$ cat src/common/port_mux_pkg.sv
package port_mux_pkg;

   localparam int PORT_W = 8;

   // Register addresses on the special function register bus
   localparam logic [7:0] ADDR_P1_FUNC_EN = 8'h8E;
   localparam logic [7:0] ADDR_P1_ALT_SEL = 8'h8F;
   localparam logic [7:0] ADDR_P3_FUNC_EN = 8'h91;
   localparam logic [7:0] ADDR_P4_FUNC_EN = 8'h92;
   localparam logic [7:0] ADDR_P4_ALT_SEL = 8'h93;

   localparam logic [7:0] SEL_RESET = 8'h00;
   localparam logic [7:0] UNMAPPED_READ = 8'h00;

   // Register slots returned by the address decoder
   localparam logic [2:0] SLOT_P1_FUNC_EN = 3'h0;
   localparam logic [2:0] SLOT_P1_ALT_SEL = 3'h1;
   localparam logic [2:0] SLOT_P3_FUNC_EN = 3'h2;
   localparam logic [2:0] SLOT_P4_FUNC_EN = 3'h3;
   localparam logic [2:0] SLOT_P4_ALT_SEL = 3'h4;
   localparam logic [2:0] SLOT_NONE = 3'h7;

   // Pin positions of the alternate functions within a port
   localparam int TIMER2_LSB = 0;
   localparam int SERIAL_ONE_LSB = 2;
   localparam int SPI_LSB = 4;
   localparam int SERIAL_ZERO_LSB = 0;
   localparam int EXT_INT_LSB = 2;
   localparam int TIMERS_LSB = 4;
   localparam int I2C_LSB = 6;
   localparam int COUNTER_ZERO_LSB = 0;
   localparam int COUNTER_ONE_LSB = 4;

   // Clock limits kept by software while the serial bus pins are in use
   localparam int I2C_MIN_CLOCK_MHZ = 8;
   localparam int MAX_CLOCK_MHZ = 40;

   typedef enum logic [1:0] {
      MODE_GPIO = 2'b00,
      MODE_ALT1 = 2'b01,
      MODE_ALT2 = 2'b10
   } pin_mode_t;

   function automatic pin_mode_t pin_mode(input logic func_en,
                                          input logic alt_sel,
                                          input logic has_alt2);
      if (!func_en) begin
         return MODE_GPIO;
      end else if (alt_sel && has_alt2) begin
         return MODE_ALT2;
      end else begin
         return MODE_ALT1;
      end
   endfunction

   function automatic logic route(input pin_mode_t mode, input logic gpio,
                                  input logic alt1, input logic alt2);
      case (mode)
         MODE_GPIO: route = gpio;
         MODE_ALT1: route = alt1;
         MODE_ALT2: route = alt2;
         default: route = gpio;
      endcase
   endfunction

   function automatic logic [2:0] reg_slot(input logic [7:0] addr);
      case (addr)
         ADDR_P1_FUNC_EN: reg_slot = SLOT_P1_FUNC_EN;
         ADDR_P1_ALT_SEL: reg_slot = SLOT_P1_ALT_SEL;
         ADDR_P3_FUNC_EN: reg_slot = SLOT_P3_FUNC_EN;
         ADDR_P4_FUNC_EN: reg_slot = SLOT_P4_FUNC_EN;
         ADDR_P4_ALT_SEL: reg_slot = SLOT_P4_ALT_SEL;
         default: reg_slot = SLOT_NONE;
      endcase
   endfunction

endpackage

$ cat src/design/mcu_port_function_mux.sv
module mcu_port_function_mux
   import port_mux_pkg::*;
(
   input wire logic i_clock,
   input wire logic i_rst,
   input wire logic i_clk_en,
   input wire logic [7:0] i_sfr_addr,
   input wire logic i_sfr_wr,
   input wire logic i_sfr_rd,
   input wire logic [7:0] i_sfr_wdata,
   output logic [7:0] o_sfr_rdata,
   output logic o_sfr_ack,
   input wire logic [port_mux_pkg::PORT_W-1:0] i_p1_pin,
   output logic [port_mux_pkg::PORT_W-1:0] o_p1_pin,
   output logic [port_mux_pkg::PORT_W-1:0] o_p1_pin_oe,
   input wire logic [port_mux_pkg::PORT_W-1:0] i_p3_pin,
   output logic [port_mux_pkg::PORT_W-1:0] o_p3_pin,
   output logic [port_mux_pkg::PORT_W-1:0] o_p3_pin_oe,
   input wire logic [port_mux_pkg::PORT_W-1:0] i_p4_pin,
   output logic [port_mux_pkg::PORT_W-1:0] o_p4_pin,
   output logic [port_mux_pkg::PORT_W-1:0] o_p4_pin_oe,
   input wire logic [port_mux_pkg::PORT_W-1:0] i_gpio1_out,
   input wire logic [port_mux_pkg::PORT_W-1:0] i_gpio1_oe,
   output logic [port_mux_pkg::PORT_W-1:0] o_gpio1_in,
   input wire logic [port_mux_pkg::PORT_W-1:0] i_gpio3_out,
   input wire logic [port_mux_pkg::PORT_W-1:0] i_gpio3_oe,
   output logic [port_mux_pkg::PORT_W-1:0] o_gpio3_in,
   input wire logic [port_mux_pkg::PORT_W-1:0] i_gpio4_out,
   input wire logic [port_mux_pkg::PORT_W-1:0] i_gpio4_oe,
   output logic [port_mux_pkg::PORT_W-1:0] o_gpio4_in,
   input wire logic [1:0] i_timer2_out,
   input wire logic [1:0] i_timer2_oe,
   output logic [1:0] o_timer2_in,
   input wire logic [1:0] i_serial_port_one_out,
   input wire logic [1:0] i_serial_port_one_oe,
   output logic [1:0] o_serial_port_one_in,
   input wire logic [3:0] i_spi_out,
   input wire logic [3:0] i_spi_oe,
   output logic [3:0] o_spi_in,
   output logic [port_mux_pkg::PORT_W-1:0] o_adc_chan_en,
   input wire logic [1:0] i_serial_port_zero_out,
   input wire logic [1:0] i_serial_port_zero_oe,
   output logic [1:0] o_serial_port_zero_in,
   output logic [1:0] o_ext_int_in,
   output logic [1:0] o_timers_in,
   input wire logic [1:0] i_i2c_out,
   input wire logic [1:0] i_i2c_oe,
   output logic [1:0] o_i2c_in,
   input wire logic [3:0] i_counter_array_zero_out,
   input wire logic [3:0] i_counter_array_zero_oe,
   output logic [3:0] o_counter_array_zero_in,
   input wire logic [3:0] i_counter_array_one_out,
   input wire logic [3:0] i_counter_array_one_oe,
   output logic [3:0] o_counter_array_one_in
);
   import port_mux_pkg::*;

   logic [7:0] p1_func_en;
   logic [7:0] p1_alt_sel;
   logic [7:0] p3_func_en;
   logic [7:0] p4_func_en;
   logic [7:0] p4_alt_sel;

   logic [23:0] pin_meta_reg;
   logic [23:0] pin_sync_reg;
   logic [7:0] p1_sync;
   logic [7:0] p3_sync;
   logic [7:0] p4_sync;

   pin_mode_t p1_mode [PORT_W];
   pin_mode_t p3_mode [PORT_W];
   pin_mode_t p4_mode [PORT_W];

   logic [7:0] p1_alt1_on;
   logic [7:0] p1_alt2_on;
   logic [7:0] p3_alt1_on;
   logic [7:0] p4_alt1_on;
   logic [7:0] p4_alt2_on;

   logic [7:0] shared_out;
   logic [7:0] shared_oe;
   logic [7:0] shared_in;
   logic [7:0] p3_alt_out;
   logic [7:0] p3_alt_oe;
   logic [7:0] p3_alt_in;
   logic [7:0] p4_alt_out;
   logic [7:0] p4_alt_oe;
   logic [7:0] p4_alt_in;

   logic [7:0] p1_pin_next;
   logic [7:0] p1_oe_next;
   logic [7:0] p3_pin_next;
   logic [7:0] p3_oe_next;
   logic [7:0] p4_pin_next;
   logic [7:0] p4_oe_next;

   port_select_regs u_regs (
      .i_clock(i_clock),
      .i_rst(i_rst),
      .i_clk_en(i_clk_en),
      .i_sfr_addr(i_sfr_addr),
      .i_sfr_wr(i_sfr_wr),
      .i_sfr_rd(i_sfr_rd),
      .i_sfr_wdata(i_sfr_wdata),
      .o_sfr_rdata(o_sfr_rdata),
      .o_sfr_ack(o_sfr_ack),
      .o_p1_func_en(p1_func_en),
      .o_p1_alt_sel(p1_alt_sel),
      .o_p3_func_en(p3_func_en),
      .o_p4_func_en(p4_func_en),
      .o_p4_alt_sel(p4_alt_sel)
   );

   // Two-stage synchroniser for all pin inputs
   always_ff @(posedge i_clock) begin
      if (i_rst) begin
         pin_meta_reg <= 24'h000000;
         pin_sync_reg <= 24'h000000;
      end else if (i_clk_en) begin
         pin_meta_reg <= {i_p4_pin, i_p3_pin, i_p1_pin};
         pin_sync_reg <= pin_meta_reg;
      end
   end

   assign p1_sync = pin_sync_reg[7:0];
   assign p3_sync = pin_sync_reg[15:8];
   assign p4_sync = pin_sync_reg[23:16];

   // Alternate function buses as seen by each port
   assign shared_out = {i_spi_out, i_serial_port_one_out, i_timer2_out};
   assign shared_oe = {i_spi_oe, i_serial_port_one_oe, i_timer2_oe};
   assign p3_alt_out = {i_i2c_out, 4'h0, i_serial_port_zero_out};
   assign p3_alt_oe = {i_i2c_oe, 4'h0, i_serial_port_zero_oe};
   assign p4_alt_out = {i_counter_array_one_out, i_counter_array_zero_out};
   assign p4_alt_oe = {i_counter_array_one_oe, i_counter_array_zero_oe};

   // Per-pin mode decode and output routing
   for (genvar i = 0; i < PORT_W; i++) begin : g_pin
      pin_mode_t p4_raw;

      assign p1_mode[i] = pin_mode(p1_func_en[i], p1_alt_sel[i],
                                   1'b1);
      assign p3_mode[i] = pin_mode(p3_func_en[i], 1'b0, 1'b0);
      assign p4_raw = pin_mode(p4_func_en[i], p4_alt_sel[i], 1'b1);

      // A function claimed by port 1 leaves the port 4 pin as GPIO
      assign p4_mode[i] = (p4_raw == MODE_ALT2 && p1_mode[i] == MODE_ALT1)
         ? MODE_GPIO : p4_raw;

      assign p1_alt1_on[i] = (p1_mode[i] == MODE_ALT1);
      assign p1_alt2_on[i] = (p1_mode[i] == MODE_ALT2);
      assign p3_alt1_on[i] = (p3_mode[i] == MODE_ALT1);
      assign p4_alt1_on[i] = (p4_mode[i] == MODE_ALT1);
      assign p4_alt2_on[i] = (p4_mode[i] == MODE_ALT2);

      // ADC inputs are analog: the digital driver stays off
      assign p1_pin_next[i] = route(p1_mode[i], i_gpio1_out[i],
                                    shared_out[i], 1'b0);
      assign p1_oe_next[i] = route(p1_mode[i], i_gpio1_oe[i],
                                   shared_oe[i], 1'b0);
      assign p3_pin_next[i] = route(p3_mode[i], i_gpio3_out[i],
                                    p3_alt_out[i], 1'b0);
      assign p3_oe_next[i] = route(p3_mode[i], i_gpio3_oe[i],
                                   p3_alt_oe[i], 1'b0);
      assign p4_pin_next[i] = route(p4_mode[i], i_gpio4_out[i],
                                    p4_alt_out[i], shared_out[i]);
      assign p4_oe_next[i] = route(p4_mode[i], i_gpio4_oe[i],
                                   p4_alt_oe[i], shared_oe[i]);
   end

   // Inputs returned to the shared peripherals, idle high when unmapped
   assign shared_in = (p1_alt1_on & p1_sync) | (p4_alt2_on & p4_sync)
      | ~(p1_alt1_on | p4_alt2_on);
   assign p3_alt_in = (p3_alt1_on & p3_sync) | ~p3_alt1_on;
   assign p4_alt_in = (p4_alt1_on & p4_sync) | ~p4_alt1_on;

   // Pin drivers
   always_ff @(posedge i_clock) begin
      if (i_rst) begin
         o_p1_pin <= 8'h00;
         o_p1_pin_oe <= 8'h00;
         o_p3_pin <= 8'h00;
         o_p3_pin_oe <= 8'h00;
         o_p4_pin <= 8'h00;
         o_p4_pin_oe <= 8'h00;
      end else if (i_clk_en) begin
         o_p1_pin <= p1_pin_next;
         o_p1_pin_oe <= p1_oe_next;
         o_p3_pin <= p3_pin_next;
         o_p3_pin_oe <= p3_oe_next;
         o_p4_pin <= p4_pin_next;
         o_p4_pin_oe <= p4_oe_next;
      end
   end

   // GPIO read values, zero while a pin serves a peripheral
   always_ff @(posedge i_clock) begin
      if (i_rst) begin
         o_gpio1_in <= 8'h00;
         o_gpio3_in <= 8'h00;
         o_gpio4_in <= 8'h00;
      end else if (i_clk_en) begin
         o_gpio1_in <= p1_sync & ~(p1_alt1_on | p1_alt2_on);
         o_gpio3_in <= p3_sync & ~p3_alt1_on;
         o_gpio4_in <= p4_sync & ~(p4_alt1_on | p4_alt2_on);
      end
   end

   // Peripheral inputs
   always_ff @(posedge i_clock) begin
      if (i_rst) begin
         o_timer2_in <= 2'h3;
         o_serial_port_one_in <= 2'h3;
         o_spi_in <= 4'hF;
         o_adc_chan_en <= 8'h00;
         o_serial_port_zero_in <= 2'h3;
         o_ext_int_in <= 2'h3;
         o_timers_in <= 2'h3;
         o_i2c_in <= 2'h3;
         o_counter_array_zero_in <= 4'hF;
         o_counter_array_one_in <= 4'hF;
      end else if (i_clk_en) begin
         o_timer2_in <= shared_in[TIMER2_LSB +: 2];
         o_serial_port_one_in <= shared_in[SERIAL_ONE_LSB +: 2];
         o_spi_in <= shared_in[SPI_LSB +: 4];
         o_adc_chan_en <= p1_alt2_on;
         o_serial_port_zero_in <= p3_alt_in[SERIAL_ZERO_LSB +: 2];
         o_ext_int_in <= p3_alt_in[EXT_INT_LSB +: 2];
         o_timers_in <= p3_alt_in[TIMERS_LSB +: 2];
         o_i2c_in <= p3_alt_in[I2C_LSB +: 2];
         o_counter_array_zero_in <= p4_alt_in[COUNTER_ZERO_LSB +: 4];
         o_counter_array_one_in <= p4_alt_in[COUNTER_ONE_LSB +: 4];
      end
   end
endmodule

$ cat src/design/port_select_regs.sv
module port_select_regs
   import port_mux_pkg::*;
(
   input wire logic i_clock,
   input wire logic i_rst,
   input wire logic i_clk_en,
   input wire logic [7:0] i_sfr_addr,
   input wire logic i_sfr_wr,
   input wire logic i_sfr_rd,
   input wire logic [7:0] i_sfr_wdata,
   output logic [7:0] o_sfr_rdata,
   output logic o_sfr_ack,
   output logic [7:0] o_p1_func_en,
   output logic [7:0] o_p1_alt_sel,
   output logic [7:0] o_p3_func_en,
   output logic [7:0] o_p4_func_en,
   output logic [7:0] o_p4_alt_sel
);
   import port_mux_pkg::*;

   logic [2:0] wr_slot;
   logic [2:0] rd_slot;

   assign wr_slot = reg_slot(i_sfr_addr);
   assign rd_slot = reg_slot(i_sfr_addr);

   // Select register writes
   always_ff @(posedge i_clock) begin
      if (i_rst) begin
         o_p1_func_en <= SEL_RESET;
         o_p1_alt_sel <= SEL_RESET;
         o_p3_func_en <= SEL_RESET;
         o_p4_func_en <= SEL_RESET;
         o_p4_alt_sel <= SEL_RESET;
      end else if (i_clk_en && i_sfr_wr) begin
         case (wr_slot)
            SLOT_P1_FUNC_EN: o_p1_func_en <= i_sfr_wdata;
            SLOT_P1_ALT_SEL: o_p1_alt_sel <= i_sfr_wdata;
            SLOT_P3_FUNC_EN: o_p3_func_en <= i_sfr_wdata;
            SLOT_P4_FUNC_EN: o_p4_func_en <= i_sfr_wdata;
            SLOT_P4_ALT_SEL: o_p4_alt_sel <= i_sfr_wdata;
            default: ;
         endcase
      end
   end

   // Read back, one cycle after the strobe
   always_ff @(posedge i_clock) begin
      if (i_rst) begin
         o_sfr_rdata <= UNMAPPED_READ;
         o_sfr_ack <= 1'b0;
      end else if (i_clk_en) begin
         o_sfr_ack <= i_sfr_rd && (rd_slot != SLOT_NONE);
         if (i_sfr_rd) begin
            case (rd_slot)
               SLOT_P1_FUNC_EN: o_sfr_rdata <= o_p1_func_en;
               SLOT_P1_ALT_SEL: o_sfr_rdata <= o_p1_alt_sel;
               SLOT_P3_FUNC_EN: o_sfr_rdata <= o_p3_func_en;
               SLOT_P4_FUNC_EN: o_sfr_rdata <= o_p4_func_en;
               SLOT_P4_ALT_SEL: o_sfr_rdata <= o_p4_alt_sel;
               default: o_sfr_rdata <= UNMAPPED_READ;
            endcase
         end
      end
   end
endmodule

$ cat config.mk
export PLATFORM = sky130hd
export DESIGN_NAME = mcu_port_function_mux
export DESIGN_NICKNAME = d
export VERILOG_FILES = /design/src/common/port_mux_pkg.sv /design/src/design/mcu_port_function_mux.sv /design/src/design/port_select_regs.sv
export SDC_FILE = /design/constraint.sdc
export NUM_CORES = 1
export LEC_CHECK = 0
export ABC_CLOCK_PERIOD_IN_PS = 1300
export BUFFER_PORTS_ARGS = -buffer_cell sky130_fd_sc_hd__buf_2
export CAP_MARGIN = 0
export CORE_ASPECT_RATIO = 0.7
export CORE_MARGIN = 1.5
export CORE_UTILIZATION = 36
export CTS_CLUSTER_SIZE = 28
export DETAILED_ROUTE_END_ITERATION = 12
export PLACE_DENSITY = 0.62
export RECOVER_POWER = 100
export SYNTH_ARGS = -nofsm -noshare
export SYNTH_HDL_FRONTEND = slang
export SYNTH_SLANG_ARGS = --single-unit
export TNS_END_PERCENT = 30
$ cat constraint.sdc
create_clock -name i_clock -period 1.3 [get_ports i_clock]
set_input_delay 0.065 -clock i_clock [delete_from_list [all_inputs] [get_ports i_clock]]
set_output_delay 0.065 -clock i_clock [all_outputs]
set_load 0.1 [all_outputs]
==> results of run 1 <==
## cell usage in the layout, fill, tap and decap left out, types with 20 or more instances in the layout
master           n
mux2i_1        119
buf_4           98
nand3b_1        20
nor2b_1         36
dlygate4sd3_1   88
nand2b_1        50
nand2_1         38
clkbuf_16       21
a21oi_1         61
clkbuf_4       111
a211oi_1        26
nand3_1         21
buf_2          130
dfxtp_1        196
nor2_1         153
## per-stage QoR
stage | std cells | area (um^2) | utilization [%] | TNS [ns]
after global routing | 1668 | 12770 | 55.74 | -0.9069
after detailed placement | 1540 | 10960 | 47.86 | -6.581
final | 1670 | 12770 | 55.76 | 0
after CTS | 1665 | 12830 | 56.00 | 0
after floorplan | 916 | 8527 | - | -1.299
after global placement | 1540 | 10960 | 47.86 | -5.273
## cell type report
class / count / area share (%)
Inverter: 9 / 0.2645
Tap cell: 312 / 3.056
Clock buffer: 31 / 4.879
Sequential cell: 201 / 31.57
Antenna cell: 2 / 0.03919
Timing Repair Buffer: 459 / 26.26
Clock inverter: 5 / 0.5878
Multi-Input combinational cell: 651 / 33.34
## power by group through the flow
| stage | Combinational [mW] | Sequential [mW] | Clock (mW) |
|---|---|---|---|
| 3_3_place_gp | 2.04 | 6.59 | 0 |
| 3_5_place_dp | 2.05 | 6.59 | 0 |
| 4_1_cts | 2.33 | 6.46 | 6.29 |
| 6_report | 2.31 | 6.46 | 6.15 |
| 2_1_floorplan | 0.618 | 7.42 | 0 |
| 5_1_grt | 2.44 | 6.48 | 6.54 |
## worst max-delay path, cell delays in order (launching register included)
cell and delay (ns):
dfxtp_1 0.33, buf_4 0.14, nor2b_1 0.22, o2bb2ai_1 0.11
a22o_1 0.18, mux2i_1 0.14, nor2_1 0.05
## metal layers
| layer | share of wire (%) | track usage (%) |
|---|---|---|
| met1 | 46 | 29.36 |
| met2 | 45 | 37.04 |
| met3 | 7.7 | 6.063 |
| met4 | 1.8 | 4.615 |
| met5 | 0.14 | 0 |
## how the worst max path moves through the flow
stage / startpoint / to / slack (ns)
finish: u_regs.o_p1_alt_sel[0] / o_p4_pin[0] / 0.02
global route: u_regs.o_p1_alt_sel[3] / o_p4_pin_oe[3] / -0.06
CTS: u_regs.o_p1_func_en[0] / o_p4_pin[0] / 0.007
detailed placement: i_sfr_addr[3] / u_regs.o_sfr_rdata[4] / -0.25
global placement: i_sfr_addr[3] / u_regs.o_sfr_rdata[5] / -0.20
floorplan: i_sfr_addr[5] / u_regs.o_p3_func_en[3] / -0.06
## cells by family (layout without fill, tap and decap cells)
group | count (synthesis) | after routing
and+or+nand+nor | 354 | 354
AOI/OAI and AO/OA | 173 | 173
buffers and inverters | 64 | 504
DFF | 201 | 201
muxes | 124 | 124
other | 0 | 2
## synthesized netlist by cell type, drive strengths merged, types with 4 or more instances
library cell,number
dfxtp,201
a21oi,61
o2bb2ai,16
nor2,154
nor3b,4
a22oi,5
o21ai,16
o21bai,8
nor2b,41
nand2b,53
o22a,5
a22o,16
o211ai,8
o22ai,8
nand2,38
nand3,22
nand4b,9
buf,15
nand3b,20
inv,9
mux2,5
a211oi,27
mux2i,119
clkbuf,40
nor4bb,8
## what timing repair did
item | CTS | global route
gates cloned | 0 | 1
endpoints found under the hold margin | 110 | 0
gates resized for setup | 113 | 29
endpoints found under the setup margin | 112 | 69
pin swaps | 0 | 2
buffers inserted | 0 | 2
hold buffers | 89 | 0
==> reports/qor.csv, run 1 <==
stage,metric,value,unit
status,run status,"complete, no violations",
place,number of I/O port buffers,245,
pwr,total power,14.93,mW
synth,"EDFF count, synth",0,
sta,final worst clock skew,0.007529,ns
flow_run,max-cap viol count,0,
drt,DR pass1 iterations,5,
clock_tree,maximum clock path buffer count,3,
synth,Post-synth ARST share,0,%
synth,simple-gate share of the synthesized area,21.57,%
sta,Final Max Tran Viols,0,
synth,multiplexer share of the synthesized area,14.65,%
grt,largest net degree at the start of global routing,66,
min_path,Hold Path Origin,i_gpio4_oe[4],
clock_tree,CTS Buf Count,21,
drt,wire per inst,17.02,um
final_layout,share of cells above drive strength 1,30.38,%
sta,final period utilization,98.55,%
synth,Synth Net Count,1049,
critical_path,CP arrival,1.65,ns
critical_path,cells on worst reg2reg path,6,
pwr,Internal,10.86,mW
drt,ANT nets after route,0,
drt,# DRC,0,
synth,Yosys top cell by area,dfxtp_1,
sta,Tightest Pin Transition,0.6550,ns
critical_path,Critical R2R Launch,u_regs.o_p1_alt_sel[0],
synth,mapped cell area,0.008514,mm^2
critical_path,crit path max fanout,3,
pwr,Net Sw Frac,27.27,%
synth,sequential area share after synthesis,47.26,%
floorplanning,Core Rows,46,
min_path,Hold Path Cell Cnt,4,
critical_path,CP required,1.67,ns
synth,"Distinct cells, synth",39,
floorplanning,full die area,0.02460,mm^2
floorplanning,I/O Pins,246,
synth,largest family of logic cells by synthesized area,simple AND/OR/NAND/NOR gates,
floorplanning,Initial Util,37.17,%
final_layout,Fill cells,2088,
final_layout,register area,0.004033,mm^2
grt,GRT Util Overall,22.44,%
grt,global-route wire length before repair,44.42,mm
synth,"FF+latch count, synth",201,
pwr,worst vdd ir,1.084,mV
critical_path,Setup CP Type,flop to flop,
drt,DR vias,8172,
sta,final hold slack,0.009050,ns
synth,xor-xnor portion of the synthesized cell area,0,%
final_layout,Final nets,1476,
pwr,PwrDens,1169,mW/mm^2
floorplanning,Vert. Die Dim,131.7,um
sta,FMAX,0.7805,GHz
drt,via/cell ratio,4.893,
pwr,Switching Power,4.071,mW
drt,final WL,28.43,mm
final_layout,Synth-to-Final Area Change,50.01,%
sta,min cycle time layout,1.281,ns
synth,post-synthesis compound-gate area fraction,13.45,%
critical_path,Crit. End Element,flop,
min_path,Hold Path Sink,o_p4_pin_oe[4],
place,hpwl dp,20.31,mm
pwr,power share of the clock group,41.2,%
pwr,Comb power frac,15.5,%
pwr,share of power burned in registers,43.3,%
critical_path,Reg2Reg Setup Slack,0.02,ns
sta,final setup fails,0,
pwr,Leakage,5.430,nW
clock_tree,H-tree depth,1,
floorplanning,die width,186.8,um
floorplanning,total core area,0.02291,mm^2
drt,Starting DRT DRC Count,344,
synth,largest cells by area after synthesis,"dfxtp_1 (47%), mux2i_1 (14%), nor2_1 (6.7%)",
synth,dominant synthesized flop cell,dfxtp_1,
clock_tree,CTS Sinks,201,
clock_tree,CTS root buf,clkbuf_16,
clock_tree,clk slew on worst S/H paths,0.06,ns
synth,Post-Synth Adder-Cell Area,0,%
sta,RSZ-0062 raised after global routing,true,
min_path,Min-Delay Path Class,input port to flop,
grt,number of global-route vias before repair,8167,
synth,Ys Warns,0,
sta,Max-Slew Margin vs Limit,56.33,%
final_layout,area of the multi-input gates,0.004258,mm^2
sta,worst setup slack after layout,0.01879,ns
clock_tree,clk_lat worst skew,0.49,ns
critical_path,r2r endpoint,o_p4_pin[0],
place,dpl ws,-0.2534,ns
synth,Cells after Synth,916,
grt,antenna violations before repair,5,
synth,synthesized area per cell,9.295,um^2
place,GP Congestion,0.9249,
synth,area share of the largest cell type after synthesis,47.26,%
critical_path,Worst setup SP type,flop,
clock_tree,TritonCTS clock tree,done,
grt,aggregate global routing overflow,0,
sta,Final Hold Fails,0,
No activity file was read; power rests on OpenSTA's default activity.
==> run 2: changes to the inputs <==
- BUFFER_PORTS_ARGS: -buffer_cell sky130_fd_sc_hd__buf_2 -> unset
- DONT_BUFFER_PORTS: unset -> 1
- PLACE_DENSITY: 0.62 -> 0.53
- SLEW_MARGIN: unset -> 5
==> reports/qor.csv, run 2 (synthesis gave the netlist of run 1 again) <==
stage,metric,value,unit
status,run status,"complete, but fails checks",
status,violations in the final reports,"negative hold slack, negative setup slack",
drt,Starting DRT DRC Count,395,
sta,min cycle time layout,1.632,ns
drt,via/cell ratio,5.020,
critical_path,CP required,1.69,ns
final_layout,"commonest non-fill, non-tap cell in the layout",dfxtp_1,
critical_path,Setup CP Type,input port to flop,
sta,Final Max Tran Viols,0,
grt,global-route wire length before repair,41.29,mm
clock_tree,CTS Buf Count,22,
drt,met1 wire length,12.15,mm
final_layout,Non-Filler Instances,1464,
grt,aggregate global routing overflow,0,
final_layout,share of cells above drive strength 1,20.30,%
critical_path,crit path max fanout,238,
drt,wire per inst,18.25,um
floorplanning,I/O Pins,246,
place,DP Area,0.01013,mm^2
critical_path,cells on worst reg2reg path,4,
final_layout,Synth-to-Final Area Change,33.83,%
clock_tree,maximum clock path buffer count,3,
floorplanning,Initial Util,37.17,%
drt,met2 wire length,11.72,mm
clock_tree,clk_lat worst skew,0.50,ns
grt,number of global-route vias before repair,7230,
grt,largest net degree at the start of global routing,239,
sta,final hold slack,-0.3672,ns
place,number of I/O port buffers,0,
place,hpwl dp,18.30,mm
final_layout,final instance area,0.01139,mm^2
min_path,Hold Path Sink,o_p3_pin_oe[5],
sta,final worst clock skew,0.01320,ns
floorplanning,die width,186.8,um
drt,final WL,26.72,mm
drt,ANT nets after route,0,
sta,worst setup slack after layout,-0.3318,ns
critical_path,CP arrival,2.02,ns
critical_path,Worst setup SP type,input port,
critical_path,r2r endpoint,pin_sync_reg[21],
drt,DR pass1 iterations,4,
pwr,Switching Power,3.715,mW
sta,FMAX,0.6128,GHz
drt,DR vias,7350,
sta,Post-Route Setup TNS,-1.040,ns
min_path,Min-Delay Path Class,input port to flop,
floorplanning,Vert. Die Dim,131.7,um
clock_tree,TritonCTS clock tree,done,
clock_tree,CTS root buf,clkbuf_16,
floorplanning,full die area,0.02460,mm^2
sta,Tightest Pin Transition,0.7323,ns
grt,antenna violations before repair,6,
pwr,Net Sw Frac,26.16,%
floorplanning,Core Rows,46,
pwr,Comb power frac,11.6,%
critical_path,Crit. End Element,flop,
drt,Met3 Wirelength,2.515,mm
final_layout,most frequent cells in the layout,"dfxtp_1 (190), nor2_1 (151), mux2i_1 (119), clkbuf_4 (93), buf_4 (62)",
pwr,PwrDens,1246,mW/mm^2
pwr,Leakage,4.622,nW
pwr,total power,14.20,mW
pwr,worst vdd ir,0.8371,mV
clock_tree,clk slew on worst S/H paths,0.06,ns
pwr,Internal,10.49,mW
sta,RSZ-0062 raised after global routing,true,
drt,max layer used,met5,
sta,final setup fails,12,
sta,Final Hold Fails,147,
place,GP Congestion,0.8174,
min_path,Hold Path Origin,i_rst,
final_layout,"Core Util, Final",49.74,%
floorplanning,total core area,0.02291,mm^2
place,post-placement cell count,1364,
clock_tree,H-tree depth,1,
min_path,Hold Path Cell Cnt,1,
grt,GRT Util Overall,21.11,%
clock_tree,CTS Sinks,201,
sta,final period utilization,125.5,%
critical_path,Critical R2R Launch,pin_sync_reg[21],
pwr,power share of the clock group,42.9,%
drt,# DRC,0,
pwr,share of power burned in registers,45.5,%
critical_path,Reg2Reg Setup Slack,0.03,ns
sta,Max-Slew Margin vs Limit,51.18,%
flow_run,max-cap viol count,0,
final_layout,Final nets,1267,
==> run 2: changes by cell type in the layout (fill, tap and decap cells not counted), sizes merged <==
cell,change
clkdlybuf4s25,+1
buf,-172
bufinv,-1
dlygate4sd3,-32
clkbuf,-4
diode,+2
==> run 2: what timing repair did <==
item / in CTS / in global routing
resized for setup: 2 / 48
hold buffers: 58 / 1
setup buffers: 0 / 1
hold endpoints to repair: 201 / 144
endpoints found under the setup margin: 6 / 35
pin swaps: 0 / 3
==> run 2: power by group through the flow <==
stage                     logic, mW  clock network, mW  registers, mW
after detailed placement       1.54                  0           6.60
after global placement         1.53                  0           6.60
after global routing           1.73               6.50           6.48
final                          1.65               6.09           6.46
after CTS                      1.66               6.25           6.46
after floorplan               0.618                  0           7.42
==> run 2: metal layers <==
metal	vias up	track usage, %
met2	221	33.54
li1	3657	-
met4	2	3.719
met3	26	7.772
met1	3444	27.63
met5	-	0
==> run 2: area by class of cell <==
class / instances / area (um^2)
antenna: 4 / 10.01
clock buffer: 34 / 646.9
clock inverter: 4 / 45.04
fill: 2247 / 11510
inverter: 9 / 33.78
multi-input combinational: 651 / 4319
sequential: 201 / 4040
tap: 312 / 390.4
timing repair buffer: 249 / 1909
==> run 2: worst max path at each step <==
stage                      startpoint                     end  slack (ns)  cells past startpoint
2_1_floorplan           i_sfr_addr[5]  u_regs.o_p3_func_en[3]       -0.06                      6
3_3_place_gp            i_sfr_addr[3]   u_regs.o_sfr_rdata[4]       -0.04                      5
3_5_place_dp            i_sfr_addr[3]   u_regs.o_sfr_rdata[4]       -0.07                      5
4_1_cts        u_regs.o_p1_func_en[3]             o_p4_pin[3]      -0.005                      5
5_1_grt              pin_sync_reg[21]        pin_sync_reg[21]       -0.03                      4
6_report                     i_clk_en  u_regs.o_p1_alt_sel[6]       -0.33                      6
==> run 2: metrics by stage <==
step	hold slack, ns	setup WS [ns]
after global routing	-0.3871	-0.02878
after global placement	0.1467	-0.03983
final	-0.3672	-0.3318
after floorplan	0.2043	-0.05748
after detailed placement	0.1497	-0.06999
after CTS	-0.3816	-0.004780
==> run 2: worst max-delay path, stage by stage <==
cell and delay [ns]:
nand3_1 0.40, nor2_4 0.21, buf_4 0.19, mux2i_1 0.19
nor2_1 0.05, dlygate4sd3_1 0.54
